==> src/pmrs_pkg.sv <==
// Constants for the power-mode and reset supervisor.
// Assumes a 10 MHz pclk and a 32768 Hz slow clock sampled as a plain input.
package pmrs_pkg;
    localparam int CLK_HZ = 10_000_000;
    localparam int CLK_PERIOD_NS = 100;
    localparam int SLOW_HZ = 32768;
    // One second without a clear
    localparam int WDT_TIMEOUT_S = 1;
    localparam int WDT_TICKS_DEF = WDT_TIMEOUT_S * SLOW_HZ;
    // Least width of a stretched timer reset
    localparam int RST_HOLD_NS = 1600;
    localparam int RST_HOLD_CYC = (RST_HOLD_NS + CLK_PERIOD_NS - 1) / CLK_PERIOD_NS;
    localparam int WAKE_PINS = 8;
    localparam int WAKE_SRCS = 4;
    localparam int SYNC_W = 11;
    localparam logic [2:0] DIV_SEL_MAX = 3'h6;
    // APB byte offsets
    localparam logic [7:0] OFS_CTRL = 8'h00;
    localparam logic [7:0] OFS_MODE = 8'h04;
    localparam logic [7:0] OFS_WAKE = 8'h08;
    localparam logic [7:0] OFS_WDCLR = 8'h0C;
    localparam logic [7:0] OFS_CAUSE = 8'h10;
    // Field positions
    localparam int CTRL_DIV_LSB = 0;
    localparam int CTRL_LCDH_BIT = 3;
    localparam int MODE_HALT_BIT = 0;
    localparam int MODE_STBY_BIT = 1;
    localparam int WAKE_SRC_LSB = 8;
    localparam int CAUSE_WAKE_LSB = 4;
    // Reset values
    localparam logic [2:0] CTRL_DIV_RST = 3'h0;
    localparam logic CTRL_LCDH_RST = 1'b1;
    localparam logic [7:0] WAKE_PIN_RST = 8'h00;
    localparam logic [3:0] WAKE_SRC_RST = 4'h0;
    // Synchroniser reset: pins idle high, reset pin held asserted
    localparam logic [10:0] SYNC_RST = 11'h7F8;
    // Mode codes seen by software
    localparam logic [1:0] MODE_CODE_OPER = 2'h0;
    localparam logic [1:0] MODE_CODE_HALT = 2'h1;
    localparam logic [1:0] MODE_CODE_STBY = 2'h2;
    typedef enum logic [1:0] {ST_OPER, ST_HALT, ST_STBY} pmrs_state_t;
endpackage

==> src/pmrs_top.sv <==
// Power-mode and reset supervisor with an APB register slave.
// Assumes pclk is the system oscillator; pins and slow clock are asynchronous.
// What this block does
// - Operating mode keeps processor clock, slow oscillator, timer and display running.
// - Entering halt stops the processor clock, slow oscillator keeps running.
// - Halt holds the processor clock until a wake event, then resumes it.
// - Slow-clock timer and display may stay active in halt; display optional.
// - Standby stops processor clock and slow oscillator; everything inactive.
// - Standby preserves working memory and freezes all I/O pin states.
// - Low-voltage detector report asserts system reset.
// - Low-voltage reset is a build-time enable or disable.
// - Enabled supervision timer not cleared for one second asserts system reset.
// - Supervision timer counts only while the slow clock runs.
// - Processor clock is system clock divided by 1 to 64, software selected.
// - External reset pin low forces system reset.
// - Four wake sources; each wake port pin individually enabled by software.
//
// Local design decisions: the APB interface to the registers and the address map.
module pmrs_top #(
    parameter bit LVR_EN = 1'b1,
    parameter bit WDT_EN = 1'b1,
    parameter int WDT_TICKS = pmrs_pkg::WDT_TICKS_DEF
) (
    input wire logic pclk,
    input wire logic presetn,
    input wire logic psel,
    input wire logic penable,
    input wire logic pwrite,
    input wire logic [7:0] paddr,
    input wire logic [31:0] pwdata,
    output logic [31:0] prdata,
    output logic pready,
    output logic pslverr,
    input wire logic ext_rst_n_pin,
    input wire logic lvd_low,
    input wire logic slow_clk,
    input wire logic [7:0] wake_port_pins,
    input wire logic [2:0] wake_evt,
    output logic cpu_clk_en,
    output logic osc32_en,
    output logic timer_en,
    output logic lcd_en,
    output logic io_hold,
    output logic ram_retain,
    output logic sys_rst_n
);
    pmrs_pkg::pmrs_state_t state, next_state;
    logic [2:0] div_sel;
    logic lcd_halt_en;
    logic [7:0] wake_pin_en;
    logic [3:0] wake_src_en;
    logic [3:0] cause;
    logic [3:0] wake_seen;
    logic [15:0] wdt_cnt;
    logic [4:0] hold_cnt;
    logic slow_prev;
    logic [7:0] pin_prev;
    logic div_tick;
    logic [10:0] sync_q;

    // Pins pass two flops before use
    pmrs_sync #(.WIDTH(pmrs_pkg::SYNC_W), .RST_VAL(pmrs_pkg::SYNC_RST)) u_sync (
        .clk(pclk),
        .rst_n(presetn),
        .d({wake_port_pins, slow_clk, lvd_low, ext_rst_n_pin}),
        .q(sync_q)
    );

    pmrs_clk_div u_div (
        .clk(pclk),
        .rst_n(presetn),
        .sel(div_sel),
        .tick(div_tick)
    );

    wire logic ext_n_s = sync_q[0];
    wire logic lvd_s = sync_q[1];
    wire logic slow_s = sync_q[2];
    wire logic [7:0] pins_s = sync_q[10:3];

    // Reset sources
    wire logic lvd_req = LVR_EN && lvd_s;
    wire logic ext_req = !ext_n_s;
    wire logic slow_tick = slow_s && !slow_prev && osc32_en;
    wire logic wdt_top = (wdt_cnt == 16'(WDT_TICKS - 1));
    wire logic wdt_fire = WDT_EN && slow_tick && wdt_top;
    wire logic rst_req = ext_req || lvd_req || (hold_cnt != 5'h00);

    // APB decode
    wire logic setup = psel && !penable;
    wire logic wr_en = psel && penable && pready && pwrite;
    wire logic hit_ctrl = (paddr == pmrs_pkg::OFS_CTRL);
    wire logic hit_mode = (paddr == pmrs_pkg::OFS_MODE);
    wire logic hit_wake = (paddr == pmrs_pkg::OFS_WAKE);
    wire logic hit_wdclr = (paddr == pmrs_pkg::OFS_WDCLR);
    wire logic hit_cause = (paddr == pmrs_pkg::OFS_CAUSE);
    wire logic hit_any = hit_ctrl || hit_mode || hit_wake || hit_wdclr || hit_cause;
    wire logic wdt_clr = wr_en && hit_wdclr;
    wire logic cmd_halt = wr_en && hit_mode && pwdata[pmrs_pkg::MODE_HALT_BIT];
    wire logic cmd_stby = wr_en && hit_mode && pwdata[pmrs_pkg::MODE_STBY_BIT];

    // Wake sources: enabled port pins falling, plus three on-chip events
    wire logic [7:0] pin_fall = pin_prev & ~pins_s & wake_pin_en;
    wire logic [3:0] wake_raw = {wake_evt, |pin_fall};
    wire logic [3:0] wake_act = wake_raw & wake_src_en;
    wire logic wake_hit = |wake_act;

    wire logic [1:0] mode_code = (state == pmrs_pkg::ST_HALT) ? pmrs_pkg::MODE_CODE_HALT :
                                 (state == pmrs_pkg::ST_STBY) ? pmrs_pkg::MODE_CODE_STBY :
                                 pmrs_pkg::MODE_CODE_OPER;
    wire logic [3:0] new_cause = {wdt_fire, lvd_req, ext_req, 1'b0};
    wire logic [31:0] rd_mux =
        hit_ctrl ? {28'h0000000, lcd_halt_en, div_sel} :
        hit_mode ? {30'h00000000, mode_code} :
        hit_wake ? {20'h00000, wake_src_en, wake_pin_en} :
        hit_wdclr ? {16'h0000, wdt_cnt} :
        hit_cause ? {24'h000000, wake_seen, cause} :
        32'h00000000;

    // Mode sequencing; commands only arrive while the processor runs
    always_comb begin
        next_state = state;
        unique case (state)
            pmrs_pkg::ST_OPER: begin
                if (cmd_stby) begin
                    next_state = pmrs_pkg::ST_STBY;
                end else if (cmd_halt) begin
                    next_state = pmrs_pkg::ST_HALT;
                end
            end
            pmrs_pkg::ST_HALT: begin
                if (wake_hit) begin
                    next_state = pmrs_pkg::ST_OPER;
                end
            end
            pmrs_pkg::ST_STBY: begin
                if (wake_hit) begin
                    next_state = pmrs_pkg::ST_OPER;
                end
            end
            // Unused fourth code falls back to operating
            default: begin
                next_state = pmrs_pkg::ST_OPER;
            end
        endcase
        if (rst_req) begin
            next_state = pmrs_pkg::ST_OPER;
        end
    end

    always_ff @(posedge pclk or negedge presetn) begin
        if (!presetn) begin
            state <= pmrs_pkg::ST_OPER;
        end else begin
            state <= next_state;
        end
    end

    // Enables follow the next state so they line up with state
    always_ff @(posedge pclk or negedge presetn) begin
        if (!presetn) begin
            cpu_clk_en <= 1'b0;
            osc32_en <= 1'b1;
            timer_en <= 1'b1;
            lcd_en <= 1'b1;
            io_hold <= 1'b0;
            ram_retain <= 1'b0;
        end else begin
            cpu_clk_en <= (next_state == pmrs_pkg::ST_OPER) && div_tick;
            osc32_en <= (next_state != pmrs_pkg::ST_STBY);
            timer_en <= (next_state != pmrs_pkg::ST_STBY);
            lcd_en <= (next_state == pmrs_pkg::ST_OPER) ||
                      ((next_state == pmrs_pkg::ST_HALT) && lcd_halt_en);
            io_hold <= (next_state == pmrs_pkg::ST_STBY);
            ram_retain <= (next_state == pmrs_pkg::ST_STBY);
        end
    end

    // Supervision timer on slow-clock edges
    always_ff @(posedge pclk or negedge presetn) begin
        if (!presetn) begin
            wdt_cnt <= 16'h0000;
            slow_prev <= 1'b0;
        end else begin
            slow_prev <= slow_s;
            if (rst_req || wdt_clr || wdt_fire) begin
                wdt_cnt <= 16'h0000;
            end else if (WDT_EN && slow_tick && !wdt_top) begin
                wdt_cnt <= wdt_cnt + 16'h0001;
            end
        end
    end

    // A timer reset is stretched so the core sees a clean pulse
    always_ff @(posedge pclk or negedge presetn) begin
        if (!presetn) begin
            hold_cnt <= 5'h00;
            sys_rst_n <= 1'b0;
        end else begin
            if (wdt_fire) begin
                hold_cnt <= 5'(pmrs_pkg::RST_HOLD_CYC);
            end else if (hold_cnt != 5'h00) begin
                hold_cnt <= hold_cnt - 5'h01;
            end
            sys_rst_n <= !rst_req;
        end
    end

    // Software registers; reset only with presetn so causes survive
    always_ff @(posedge pclk or negedge presetn) begin
        if (!presetn) begin
            div_sel <= pmrs_pkg::CTRL_DIV_RST;
            lcd_halt_en <= pmrs_pkg::CTRL_LCDH_RST;
            wake_pin_en <= pmrs_pkg::WAKE_PIN_RST;
            wake_src_en <= pmrs_pkg::WAKE_SRC_RST;
        end else if (wr_en && hit_ctrl) begin
            div_sel <= pwdata[pmrs_pkg::CTRL_DIV_LSB +: 3];
            lcd_halt_en <= pwdata[pmrs_pkg::CTRL_LCDH_BIT];
        end else if (wr_en && hit_wake) begin
            wake_pin_en <= pwdata[7:0];
            wake_src_en <= pwdata[pmrs_pkg::WAKE_SRC_LSB +: 4];
        end
    end

    // Sticky flags: a new event wins over a write-one clear
    always_ff @(posedge pclk or negedge presetn) begin
        if (!presetn) begin
            cause <= 4'h0;
            wake_seen <= 4'h0;
            pin_prev <= 8'hFF;
        end else begin
            pin_prev <= pins_s;
            if (wr_en && hit_cause) begin
                cause <= (cause & ~pwdata[3:0]) | new_cause;
                wake_seen <= (wake_seen & ~pwdata[pmrs_pkg::CAUSE_WAKE_LSB +: 4]) | wake_act;
            end else begin
                cause <= cause | new_cause;
                wake_seen <= wake_seen | wake_act;
            end
        end
    end

    // Zero-wait slave; read data captured in the setup cycle
    always_ff @(posedge pclk or negedge presetn) begin
        if (!presetn) begin
            prdata <= 32'h00000000;
            pslverr <= 1'b0;
            pready <= 1'b0;
        end else begin
            pready <= 1'b1;
            if (setup) begin
                prdata <= pwrite ? 32'h00000000 : rd_mux;
                pslverr <= !hit_any;
            end
        end
    end
endmodule // pmrs_top

==> src/pmrs_sync.sv <==
// Two-flop synchronisers, one per bit.
// Assumes inputs are asynchronous to clk; reset value per bit is a constant.
module pmrs_sync #(
    parameter int WIDTH = 1,
    parameter logic [WIDTH-1:0] RST_VAL = '0
) (
    input wire logic clk,
    input wire logic rst_n,
    input wire logic [WIDTH-1:0] d,
    output logic [WIDTH-1:0] q
);
    genvar i;
    generate
        for (i = 0; i < WIDTH; i++) begin : g_bit
            logic meta;
            // First stage is read by the second stage only
            always_ff @(posedge clk or negedge rst_n) begin
                if (!rst_n) begin
                    meta <= RST_VAL[i];
                    q[i] <= RST_VAL[i];
                end else begin
                    meta <= d[i];
                    q[i] <= meta;
                end
            end
        end
    endgenerate
endmodule // pmrs_sync

==> src/pmrs_clk_div.sv <==
// Processor clock divider giving a tick every 2**sel cycles.
// Assumes sel is a register on the same clock; codes above 6 act as 6.
module pmrs_clk_div (
    input wire logic clk,
    input wire logic rst_n,
    input wire logic [2:0] sel,
    output logic tick
);
    logic [5:0] cnt;
    wire logic [2:0] sel_c = (sel > pmrs_pkg::DIV_SEL_MAX) ? pmrs_pkg::DIV_SEL_MAX : sel;
    wire logic [5:0] limit = (6'h01 << sel_c) - 6'h01;
    wire logic wrap = (cnt >= limit);

    always_ff @(posedge clk or negedge rst_n) begin
        if (!rst_n) begin
            cnt <= 6'h00;
            tick <= 1'b0;
        end else begin
            cnt <= wrap ? 6'h00 : cnt + 6'h01;
            tick <= wrap;
        end
    end
endmodule // pmrs_clk_div

==> config.mk <==
export PLATFORM = sky130hd
export DESIGN_NAME = pmrs_top
export DESIGN_NICKNAME = d
export VERILOG_FILES = /design/src/pmrs_pkg.sv /design/src/pmrs_top.sv /design/src/pmrs_sync.sv /design/src/pmrs_clk_div.sv
export SDC_FILE = /design/constraint.sdc
export NUM_CORES = 1
export LEC_CHECK = 0
export ABC_AREA = 1
export ABC_CLOCK_PERIOD_IN_PS = 5200
export BUFFER_PORTS_ARGS = -buffer_cell sky130_fd_sc_hd__buf_2
export CAP_MARGIN = 20
export CORE_UTILIZATION = 35
export CTS_BUF_LIST = sky130_fd_sc_hd__clkbuf_8
export DETAILED_ROUTE_END_ITERATION = 12
export SYNTH_ARGS = -nofsm -noshare
export SYNTH_HDL_FRONTEND = slang
export SYNTH_SLANG_ARGS = --single-unit
==> constraint.sdc <==
create_clock -name pclk -period 5.2 [get_ports pclk]
set_clock_uncertainty 0.2 [all_clocks]
set_input_delay 0.78 -clock pclk [delete_from_list [all_inputs] [get_ports pclk]]
set_output_delay 0.78 -clock pclk [all_outputs]
set_load 0.02 [all_outputs]
==> results.md, run 1 <==
### Outcome
- finished, final reports clean — status

### CTS
- 0 — quantity of gates resized following cts
- 0 — post-CTS setup-driven buffer insertion count
- 108 — total number of clock tree sinks
- done — CTS tree
- 2 — worst-case clock buffer depth
- sky130_fd_sc_hd__clkbuf_8 — CTS root buf
- 110 ps — clock transition at the register clock pins on the worst setup and hold paths after CTS
- 9 — clock buffers created by TritonCTS
- 0 — number of hold buffers added after CTS
- 390 ps — clk_lat worst skew
- 3 — htree depth

### Synthesis
- 100.0% — share of flip-flops with an asynchronous set or reset
- 0% — post-synthesis mux area share
- 6.453% — area fraction in compound gates after synthesis
- sky130_fd_sc_hd__dfrtp_1 — primary flip-flop cell chosen by synthesis mapping
- 0 — Synth Warn #
- 3.154% — adder-cell share of the synthesized area
- 26.15% — basic-gate share of the synthesized area counting and, or, nand and nor cells
- 108 — flops & latches, synth
- simple AND/OR/NAND/NOR gates — main combinational cell family by area after synthesis
- 53.06% — sequential cell area fraction in the yosys report
- 9.017 sq um — average footprint of a synthesized cell
- 5157 sq um — Mapped Area
- 572 — instance count of the mapped netlist
- 44 — distinct cell type count after synthesis
- 0 — number of synthesized flops with an enable pin
- 1.698% — Post-Synth XOR/XNOR Area

### Cells and area
- 22.90% — proportion of layout cells with a drive suffix above 1
- 822 — non-filler instance count after layout
- 40.93% — utilization after layout
- 5792 sq um — cell area after layout
- 0 — number of diodes
- 12.30% — area added between synthesis and finish
- 709 — number of nets in the layout

### Pwr
- 264.7 nW/um^2 — power density of the placed cells
- 2.886 nW — Leak
- 0.0001605 V — VDD IR max

### Timing
- 449.3 MHz — achievable clock frequency
- 0 — number of pins with negative max-slew slack in the final report
- 0 — total setup violations reported at the end of the flow
- no — setup repair after global routing missed its margin
- 49.90% — slew margin rel.
- 42.80% — portion of the clock cycle consumed by the worst path in the final layout
- 2226 ps — min Tclk post-route
- 0 ps — aggregate negative setup slack
- 751.4 ps — Slew @ Worst Pin
- 0 — Hold Violations, Final
- 2974 ps — Worst Slack Setup Final

### GRT
- 0 — aggregate global routing overflow
- 3805 — via count of the first global-routing pass
- 15.75% — GR Util All Layers
- 0 — antenna violations before repair
- 18.15 mm — wire length of the first global-routing pass
- 60 — pin count of the biggest net entering global routing

### Critical path
- 2360 ps — arrival time at the worst endpoint
- 19 — maximum fanout along the worst path
- flop — CP Capture Type
- in2reg — Setup Crit Path Kind
- 5340 ps — Worst Path Required
- primary input — crit path launch type

### Placed design
- 63 — Buffers on Ports
- 806 — Cell Count Post-Placement
- 2600 ps — DP Worst Slack
- 0.8147 — final weighted congestion in routability-driven placement
- 5570 sq um — placed cell areas
- 8.046 mm — Post-DP HPWL

### Run
- 0 — number of violations of the max-capacitance limit

### Drt
- 3819 — via total after detailed routing
- 4.646 — vias per std cell
- 0 — number of nets still failing antenna checks after routing
- 210 — Iter 0 DRT Violations
- 12.98 um — post-detailed-route wirelength per cell
- 10.67 mm — total wire length after detailed routing
- 4 — DRT Pass-1 Iters
- 0 — number of remaining DRC errors

### Worst hold path
- reg2reg — hold crit path type

### Floorplanning
- 100 — top-level I/O count
- 123.4 um — chip height
- 36.45% — initial standard-cell utilization of the core
- 14150 sq um — placeable core region
- 123.4 um — Die X-Extent
- 43 — Rows
- 15230 sq um — Die Outline Area

[path summary, 6_finish.rpt]
path                                      start          end  slack, ps  depth (start not counted)
setup reg to reg                    hold_cnt[0]   wdt_cnt[2]       3050                         10
hold reg to reg            u_sync.g_bit[5].meta  u_sync.q[5]        150                          0
hold / removal             u_sync.g_bit[5].meta  u_sync.q[5]        150                          0
max in group asynchronous               presetn   div_sel[1]       3450                          2
setup / recovery                        penable    prdata[1]       2970                          8
min in group asynchronous               presetn  hold_cnt[4]        260                          1
[power breakdown]
part           internal, W  switching (W)  total (W)
clock network     0.000275       0.000297   0.000572
registers         0.000863     0.00000802   0.000871
logic            0.0000230      0.0000666  0.0000897
total              0.00116       0.000372    0.00153
[final cells by class]
class / count / area (sq um)
Clock buffer: 9 / 123.9
Clock inverter: 7 / 97.59
Fill cell: 1409 / 8358
Inverter: 76 / 287.8
Multi-Input combinational cell: 378 / 1996
Sequential cell: 108 / 2736
Tap cell: 180 / 225.2
Timing Repair Buffer: 64 / 325.3
[critical path, stage by stage]
cell	delay, ps
sky130_fd_sc_hd__buf_2	100
sky130_fd_sc_hd__nor2_1	260
sky130_fd_sc_hd__inv_2	240
sky130_fd_sc_hd__nor2_2	380
sky130_fd_sc_hd__inv_1	110
sky130_fd_sc_hd__nor3_1	220
sky130_fd_sc_hd__o21ai_0	180
sky130_fd_sc_hd__nand2_1	90
[metal layers]
layer  part of all wire [%]  global-route usage [%]  routed length, um  up-vias
li1                       -                       -                  -     1919
met1                     45                   19.28               4790     1812
met2                     50                   26.92               5335       76
met3                    3.5                   4.428                374       12
met4                    1.5                   4.593                165        0
met5                      0                       0                  0        -
[registers in the layout, indices dropped and copies added (netlist names), 5 cells and up]
name	count
u_div.cnt	6
wake_pin_en	8
u_sync.g_bit.meta	11
prdata	16
pin_prev	8
wdt_cnt	16
hold_cnt	5
u_sync.q	11
[cells in the final DEF (no fill, tap or decap), drive strengths merged, types with 13 or more instances in the layout]
master,netlist,routed
buf,24,64
nor3,13,13
ha,13,13
dfstp,27,27
nor2,56,56
nand3,43,43
inv,76,80
conb,2,17
o21ai,39,39
nand2,146,146
a21oi,13,13
dfrtp,81,81
[kinds of logic after synthesis]
| kind of cell | count (synthesis) |
|---|---|
| buffers and inverters | 101 |
| other | 2 |
| AOI/OAI and AO/OA | 62 |
| adders and majority gates | 13 |
| DFF | 108 |
| xor gates and xnor gates | 10 |
| and+or+nand+nor | 276 |
[cell usage after synthesis (7+ instances only)]
master | instances | share of area (%)
sky130_fd_sc_hd__nand2_1 | 137 | 10
sky130_fd_sc_hd__dfrtp_1 | 81 | 39
sky130_fd_sc_hd__inv_1 | 69 | 5.0
sky130_fd_sc_hd__nor2_1 | 43 | 3.1
sky130_fd_sc_hd__nand3_1 | 38 | 3.7
sky130_fd_sc_hd__dfstp_2 | 27 | 14
sky130_fd_sc_hd__o21ai_0 | 23 | 2.2
sky130_fd_sc_hd__buf_4 | 19 | 2.8
sky130_fd_sc_hd__o21ai_1 | 16 | 1.6
sky130_fd_sc_hd__a21oi_1 | 13 | 1.3
sky130_fd_sc_hd__ha_1 | 13 | 3.2
sky130_fd_sc_hd__nor3_1 | 10 | 0.97
sky130_fd_sc_hd__xor2_1 | 9 | 1.5
sky130_fd_sc_hd__nand2_2 | 8 | 0.97
sky130_fd_sc_hd__nand4_1 | 7 | 0.85
[stage by stage]
stage          hold slack, ps   power, W
2_1_floorplan           131.2  0.0009429
3_3_place_gp            136.2  0.0009761
3_5_place_dp            134.7  0.0009792
4_1_cts                 150.0   0.001555
5_1_grt                 149.2   0.001608
6_report                150.9   0.001533
(Power assumes the default switching activity.)
==> run 2, diff against run 1 <==
--- a/config.mk
+++ b/config.mk
@@ -6,7 +6,7 @@
 export NUM_CORES = 1
 export LEC_CHECK = 0
 export ABC_AREA = 1
-export ABC_CLOCK_PERIOD_IN_PS = 5200
+export ABC_CLOCK_PERIOD_IN_PS = 1800
 export BUFFER_PORTS_ARGS = -buffer_cell sky130_fd_sc_hd__buf_2
 export CAP_MARGIN = 20
 export CORE_UTILIZATION = 35
==> constraint.sdc (replaced) <==
create_clock -name pclk -period 1.8 [get_ports pclk]
set_clock_uncertainty 0.2 [all_clocks]
set_input_delay 0.27 -clock pclk [delete_from_list [all_inputs] [get_ports pclk]]
set_output_delay 0.27 -clock pclk [all_outputs]
set_load 0.02 [all_outputs]
==> run 2 against run 1 <==
  * First-iteration DRC count is 2.9% lower
  * Utilization is 5.5 points higher
  * Highest routed layer unchanged
  * The run now ends with setup timing left
  * Die area stayed put
  * Worst hold slack worse by 140 ps
  * Via count is 7.6% higher
==> results.md, run 2 (synthesized netlist as in run 1, its figures left out) <==
### Outcome
- finished with violations — status
- setup timing — violations in the final reports

### GRT
- 39 — pin count of the biggest net entering global routing
- 19.16 mm — wire length of the first global-routing pass
- 0 — aggregate global routing overflow
- 4206 — via count of the first global-routing pass
- 0 — antenna violations before repair
- 16.50% — GR Util All Layers

### CTS
- 2 — worst-case clock buffer depth
- 9 — clock buffers created by TritonCTS
- 100 ps — clock transition at the register clock pins on the worst setup and hold paths after CTS
- 108 — total number of clock tree sinks
- 380 ps — clk_lat worst skew
- sky130_fd_sc_hd__clkbuf_8 — CTS root buf
- done — CTS tree
- 3 — htree depth

### Floorplanning
- 43 — Rows
- 14150 sq um — placeable core region
- 100 — top-level I/O count
- 123.4 um — chip height
- 36.45% — initial standard-cell utilization of the core
- 15230 sq um — Die Outline Area
- 123.4 um — Die X-Extent

### Drt
- 204 — Iter 0 DRT Violations
- 12.92 um — post-detailed-route wirelength per cell
- 0 — number of remaining DRC errors
- 5 — DRT Pass-1 Iters
- 4.597 — vias per std cell
- 11.55 mm — total wire length after detailed routing
- 4110 — via total after detailed routing
- 0 — number of nets still failing antenna checks after routing

### Pwr
- 56.3% — part of the power in registers
- 680.0 nW/um^2 — power density of the placed cells
- 0.003355 W — Int Pwr
- 0.0004284 V — VDD IR max
- 0.001114 W — Sw Pwr
- 35.5% — part of the total power dissipated in the clock network
- 24.93% — Switching Fraction
- 3.266 nW — Leak
- 8.2% — share of power burned in combinational logic

### Placed design
- 8.680 mm — Post-DP HPWL
- 5956 sq um — placed cell areas
- 0.8418 — final weighted congestion in routability-driven placement
- 63 — Buffers on Ports
- 846 — Cell Count Post-Placement

### Timing
- -49.20 ps — Worst Slack Setup Final
- 102.7% — portion of the clock cycle consumed by the worst path in the final layout
- 0 — number of pins with negative max-slew slack in the final report
- yes — setup repair after global routing missed its margin
- 0 — Hold Violations, Final
- 12 — total setup violations reported at the end of the flow
- 1849 ps — min Tclk post-route
- 540.8 MHz — achievable clock frequency

### Cells and area
- 27.41% — area added between synthesis and finish
- 6571 sq um — cell area after layout
- 129 x sky130_fd_sc_hd__nand2_1, 79 x sky130_fd_sc_hd__dfrtp_1, 66 x sky130_fd_sc_hd__inv_1 — commonest cells after routing, fill and taps aside
- 0 — number of diodes
- 1366 — fillers
- sky130_fd_sc_hd__nand2_1 — most common cell after layout, fill and taps aside
- prdata: 16 flops, wdt_cnt: 16 flops — largest registers in the final layout
- 781 — number of nets in the layout
- 894 — non-filler instance count after layout
- 30.81% — proportion of layout cells with a drive suffix above 1

### Critical path
- 400 ps — peak per-stage delay on the critical path
- flop — CP Capture Type
- 21 — maximum fanout along the worst path
- reg2reg — Setup Crit Path Kind
- sky130_fd_sc_hd__dfrtp_1 — cell at the slowest stage of the critical path
- sky130_fd_sc_hd__nor2_8 — CP dominant cell by count
- 1880 ps — Worst Path Required
- simple AND/OR/NAND/NOR gates — top cell family by delay on the critical path
- inv_1 > ha_2 > nand2_2 > nor2_4 > inv_2 > nor2_8 > nand2_4 > nor2_8 > inv_8 > buf_4 > nand4_2 > nand2_1 — series of cell instances along the critical path
- flop — crit path launch type
- 4 — Worst Path Buf+Inv
- 1930 ps — arrival time at the worst endpoint

### Run
- 0 — number of violations of the max-capacitance limit

### Worst hold path
- in2reg — hold crit path type

-- run 2: cell count changes in the layout (fill, tap and decap cells not counted), sizes merged --
cell and delta:
dlygate4sd3 +24, inv -1, buf +48, clkinvlp -1, clkbuf +1, bufinv -1
clkinv +2
-- run 2: final timing paths --
check | endpoint | slack [ps] | start | cells past startpoint
setup reg to reg | wdt_cnt[13] | -50 | hold_cnt[0] | 12
setup / recovery | wdt_cnt[13] | -50 | hold_cnt[0] | 12
hold reg to reg | u_sync.q[5] | 160 | u_sync.g_bit[5].meta | 0
min in group asynchronous | u_sync.q[2] | 170 | presetn | 2
max in group asynchronous | hold_cnt[0] | 700 | presetn | 3
hold / removal | wake_pin_en[3] | 10 | pwdata[3] | 3
-- run 2: worst reg2reg max path, delay by kind of cell (launching register included) --
kind                     cells  cell delay [ps]
adder cells (fa/ha/maj)      1              180
buffers and inverters        4              370
AND/OR/NAND/NOR              7              600
flip-flops                   1              400
-- run 2: power groups by stage --
stage / sequential, W / clock (W) / combinational, W
after floorplan: 0.00256 / 0 / 0.000162
after global placement: 0.00256 / 0 / 0.000311
after detailed placement: 0.00256 / 0 / 0.000317
after CTS: 0.00252 / 0.00165 / 0.000361
after global routing: 0.00252 / 0.00174 / 0.000409
final: 0.00252 / 0.00159 / 0.000366
-- run 2: metal layers --
layer | global-route usage, % | routed length (um) | vias up
met2 | 28.60 | 5992 | 71
met4 | 7.229 | 246 | 0
met1 | 19.68 | 4953 | 1961
met5 | 0 | 0 | -
met3 | 3.413 | 356 | 18
li1 | - | - | 2060
-- run 2: area by class of cell --
class | count | area (sq um) | share of cell area (%)
clock buffers | 10 | 137.6 | 2.094
clock inverters | 6 | 78.83 | 1.200
inverters | 76 | 292.8 | 4.455
multi-input cells | 378 | 2078 | 31.63
flip-flops and latches | 108 | 2739 | 41.68
well taps | 180 | 225.2 | 3.427
repair buffers | 136 | 1020 | 15.52
-- run 2: timing repair --
item,in CTS,in global routing
hold buffers,24,0
setup buffers,3,5
resized for setup,6,29
setup endpoints to repair,23,28
gates cloned,0,0
hold endpoints to repair,106,0
pin swaps,1,6
-- run 2: through the flow --
stage / hold slack (ps) / total power, W / worst slack (ps) / utilization (%) / TNS (ps)
after detailed placement: 22.47 / 0.002880 / -57.88 / 42.09 / -520.7
final: 10.56 / 0.004468 / -49.20 / 46.44 / -235.1
after CTS: 3.391 / 0.004529 / -33.36 / 45.58 / -168.8
after global placement: 23.47 / 0.002871 / -5.428 / 42.09 / -5.428
after global routing: 13.42 / 0.004674 / -165.8 / 46.44 / -3160
after floorplan: -225.6 / 0.002726 / -30.28 / - / -55.23
==> run 3, diff against run 2 <==
--- a/config.mk
+++ b/config.mk
@@ -12,6 +12,7 @@
 export CORE_UTILIZATION = 35
 export CTS_BUF_LIST = sky130_fd_sc_hd__clkbuf_8
 export DETAILED_ROUTE_END_ITERATION = 12
+export RECOVER_POWER = 25
 export SYNTH_ARGS = -nofsm -noshare
 export SYNTH_HDL_FRONTEND = slang
 export SYNTH_SLANG_ARGS = --single-unit
==> run 3 against run 2 <==
  * The flow still finishes with violations (setup timing)
  * Critical path depth unchanged
  * Highest routed layer unchanged
  * Total power is 0.13% lower
  * Non-clock buffer count stayed put
  * Final cell count unchanged
  * Critical path type unchanged
  * Critical endpoint unchanged
  * Final area down 0.29%
==> results.md, run 3 (synthesized netlist as in run 1, its figures left out) <==
### Outcome
- finished with violations — status
- setup timing — violations in the final reports

### Pwr
- 0.001113 W — Sw Pwr
- 0.003349 W — Int Pwr
- 56.4% — part of the power in registers
- 24.95% — Switching Fraction
- 35.5% — part of the total power dissipated in the clock network
- 0.0004288 V — VDD IR max
- 8.1% — share of power burned in combinational logic
- 681.0 nW/um^2 — power density of the placed cells
- 3.257 nW — Leak

### Floorplanning
- 14150 sq um — placeable core region
- 36.45% — initial standard-cell utilization of the core
- 100 — top-level I/O count
- 123.4 um — chip height
- 123.4 um — Die X-Extent
- 15230 sq um — Die Outline Area
- 43 — Rows

### Cells and area
- 894 — non-filler instance count after layout
- 0 — number of diodes
- prdata: 16 flops, wdt_cnt: 16 flops — largest registers in the final layout
- 6553 sq um — cell area after layout
- 2739 sq um — combined flip-flop and latch cell area
- 129 x sky130_fd_sc_hd__nand2_1, 79 x sky130_fd_sc_hd__dfrtp_1, 66 x sky130_fd_sc_hd__inv_1 — commonest cells after routing, fill and taps aside
- 27.05% — area added between synthesis and finish
- sky130_fd_sc_hd__nand2_1 — most common cell after layout, fill and taps aside
- 30.39% — proportion of layout cells with a drive suffix above 1
- 2078 sq um — combined area of the multi-input logic cells
- 781 — number of nets in the layout
- 1370 — fillers

### Timing
- 540.8 MHz — achievable clock frequency
- 0 — number of pins with negative max-slew slack in the final report
- 1849 ps — min Tclk post-route
- 715.4 ps — Slew @ Worst Pin
- 12 — total setup violations reported at the end of the flow
- 102.7% — portion of the clock cycle consumed by the worst path in the final layout
- -49.19 ps — Worst Slack Setup Final
- 0 — Hold Violations, Final
- yes — setup repair after global routing missed its margin
- 52.31% — slew margin rel.

### Critical path
- 1880 ps — Worst Path Required
- hold_cnt[0] — critical path startpoint
- 1930 ps — arrival time at the worst endpoint
- flop — crit path launch type
- reg2reg — Setup Crit Path Kind
- 21 — maximum fanout along the worst path
- flop — CP Capture Type
- hold_cnt[0] — worst reg2reg startpoint

### CTS
- 2 — worst-case clock buffer depth
- done — CTS tree
- 9 — clock buffers created by TritonCTS
- sky130_fd_sc_hd__clkbuf_8 — CTS root buf
- 108 — total number of clock tree sinks
- 380 ps — clk_lat worst skew
- 3 — htree depth
- 100 ps — clock transition at the register clock pins on the worst setup and hold paths after CTS

### Drt
- 4.600 — vias per std cell
- 0 — number of nets still failing antenna checks after routing
- 0 — number of remaining DRC errors
- 5 — DRT Pass-1 Iters
- 204 — Iter 0 DRT Violations
- 12.92 um — post-detailed-route wirelength per cell
- 4112 — via total after detailed routing
- 11.55 mm — total wire length after detailed routing

### GRT
- 0 — aggregate global routing overflow
- 39 — pin count of the biggest net entering global routing
- 4206 — via count of the first global-routing pass
- 0 — antenna violations before repair
- 16.50% — GR Util All Layers
- 19.16 mm — wire length of the first global-routing pass

### Placed design
- 5956 sq um — placed cell areas
- 0.8418 — final weighted congestion in routability-driven placement
- 63 — Buffers on Ports
- 8.680 mm — Post-DP HPWL
- 846 — Cell Count Post-Placement

### Worst hold path
- in2reg — hold crit path type
- pwdata[3] — launch instance of the worst min-delay path

### Run
- 0 — number of violations of the max-capacitance limit

==> run 3: power by group through the flow <==
stage               clock network, W  logic [W]  registers, W
finish                       0.00159   0.000361       0.00252
global route                 0.00174   0.000404       0.00252
CTS                          0.00165   0.000361       0.00252
detailed placement                 0   0.000317       0.00256
global placement                   0   0.000311       0.00256
floorplan                          0   0.000162       0.00256
==> run 3: layout make-up <==
cell class,instances,area share [%]
Tap cell,180,3.437
Clock buffer,10,2.100
Clock inverter,6,1.203
Multi-Input combinational cell,378,31.72
Sequential cell,108,41.80
Inverter,76,4.468
Timing Repair Buffer,136,15.28
==> run 3: through the flow <==
stage | hold slack, ps | total power [W] | utilization, % | setup TNS, ps | setup WS [ps]
after global placement | 23.47 | 0.002871 | 42.09 | -5.428 | -5.428
after CTS | 3.391 | 0.004529 | 45.58 | -168.8 | -33.36
after global routing | 13.46 | 0.004668 | 46.31 | -3160 | -165.8
final | 10.38 | 0.004463 | 46.31 | -235.0 | -49.19
after floorplan | -225.6 | 0.002726 | - | -55.23 | -30.28
after detailed placement | 22.47 | 0.002880 | 42.09 | -520.7 | -57.88
==> run 3: what timing repair did <==
action / 4_1_cts / 5_1_grt
setup buffers: 3 / 5
endpoints found under the setup margin: 23 / 28
hold buffers: 24 / 0
endpoints found under the hold margin: 106 / 0
pin swaps: 1 / 6
resized for setup: 6 / 29
==> run 3: worst paths after layout <==
kind | slack [ps] | depth (start not counted) | endpoint
max | -50 | 12 | wdt_cnt[13]
min | 10 | 3 | wake_pin_en[3]
max reg2reg | -50 | 12 | wdt_cnt[13]
min reg2reg | 160 | 0 | u_sync.q[1]
max in group asynchronous | 250 | 3 | wake_src_en[2]
min in group asynchronous | 290 | 2 | u_sync.q[2]
==> run 3: per-layer routing <==
layer  track usage (%)  vias up  wire, um
li1                  -     2061         -
met1             19.68     1962      4960
met2             28.60       71      5990
met5                 0        -         0
met3             3.413       18       356
met4             7.229        0       246
==> run 3: worst max-delay path: stages (launching register included) <==
cell and delay [ps]:
sky130_fd_sc_hd__dfrtp_1 400, sky130_fd_sc_hd__inv_1 70, sky130_fd_sc_hd__ha_2 180, sky130_fd_sc_hd__nand2_2 80, sky130_fd_sc_hd__nor2_4 110, sky130_fd_sc_hd__inv_2 70, sky130_fd_sc_hd__nor2_8 90, sky130_fd_sc_hd__nand2_4 80
sky130_fd_sc_hd__nor2_8 130, sky130_fd_sc_hd__inv_8 80, sky130_fd_sc_hd__buf_4 150, sky130_fd_sc_hd__nand4_2 60, sky130_fd_sc_hd__nand2_1 50
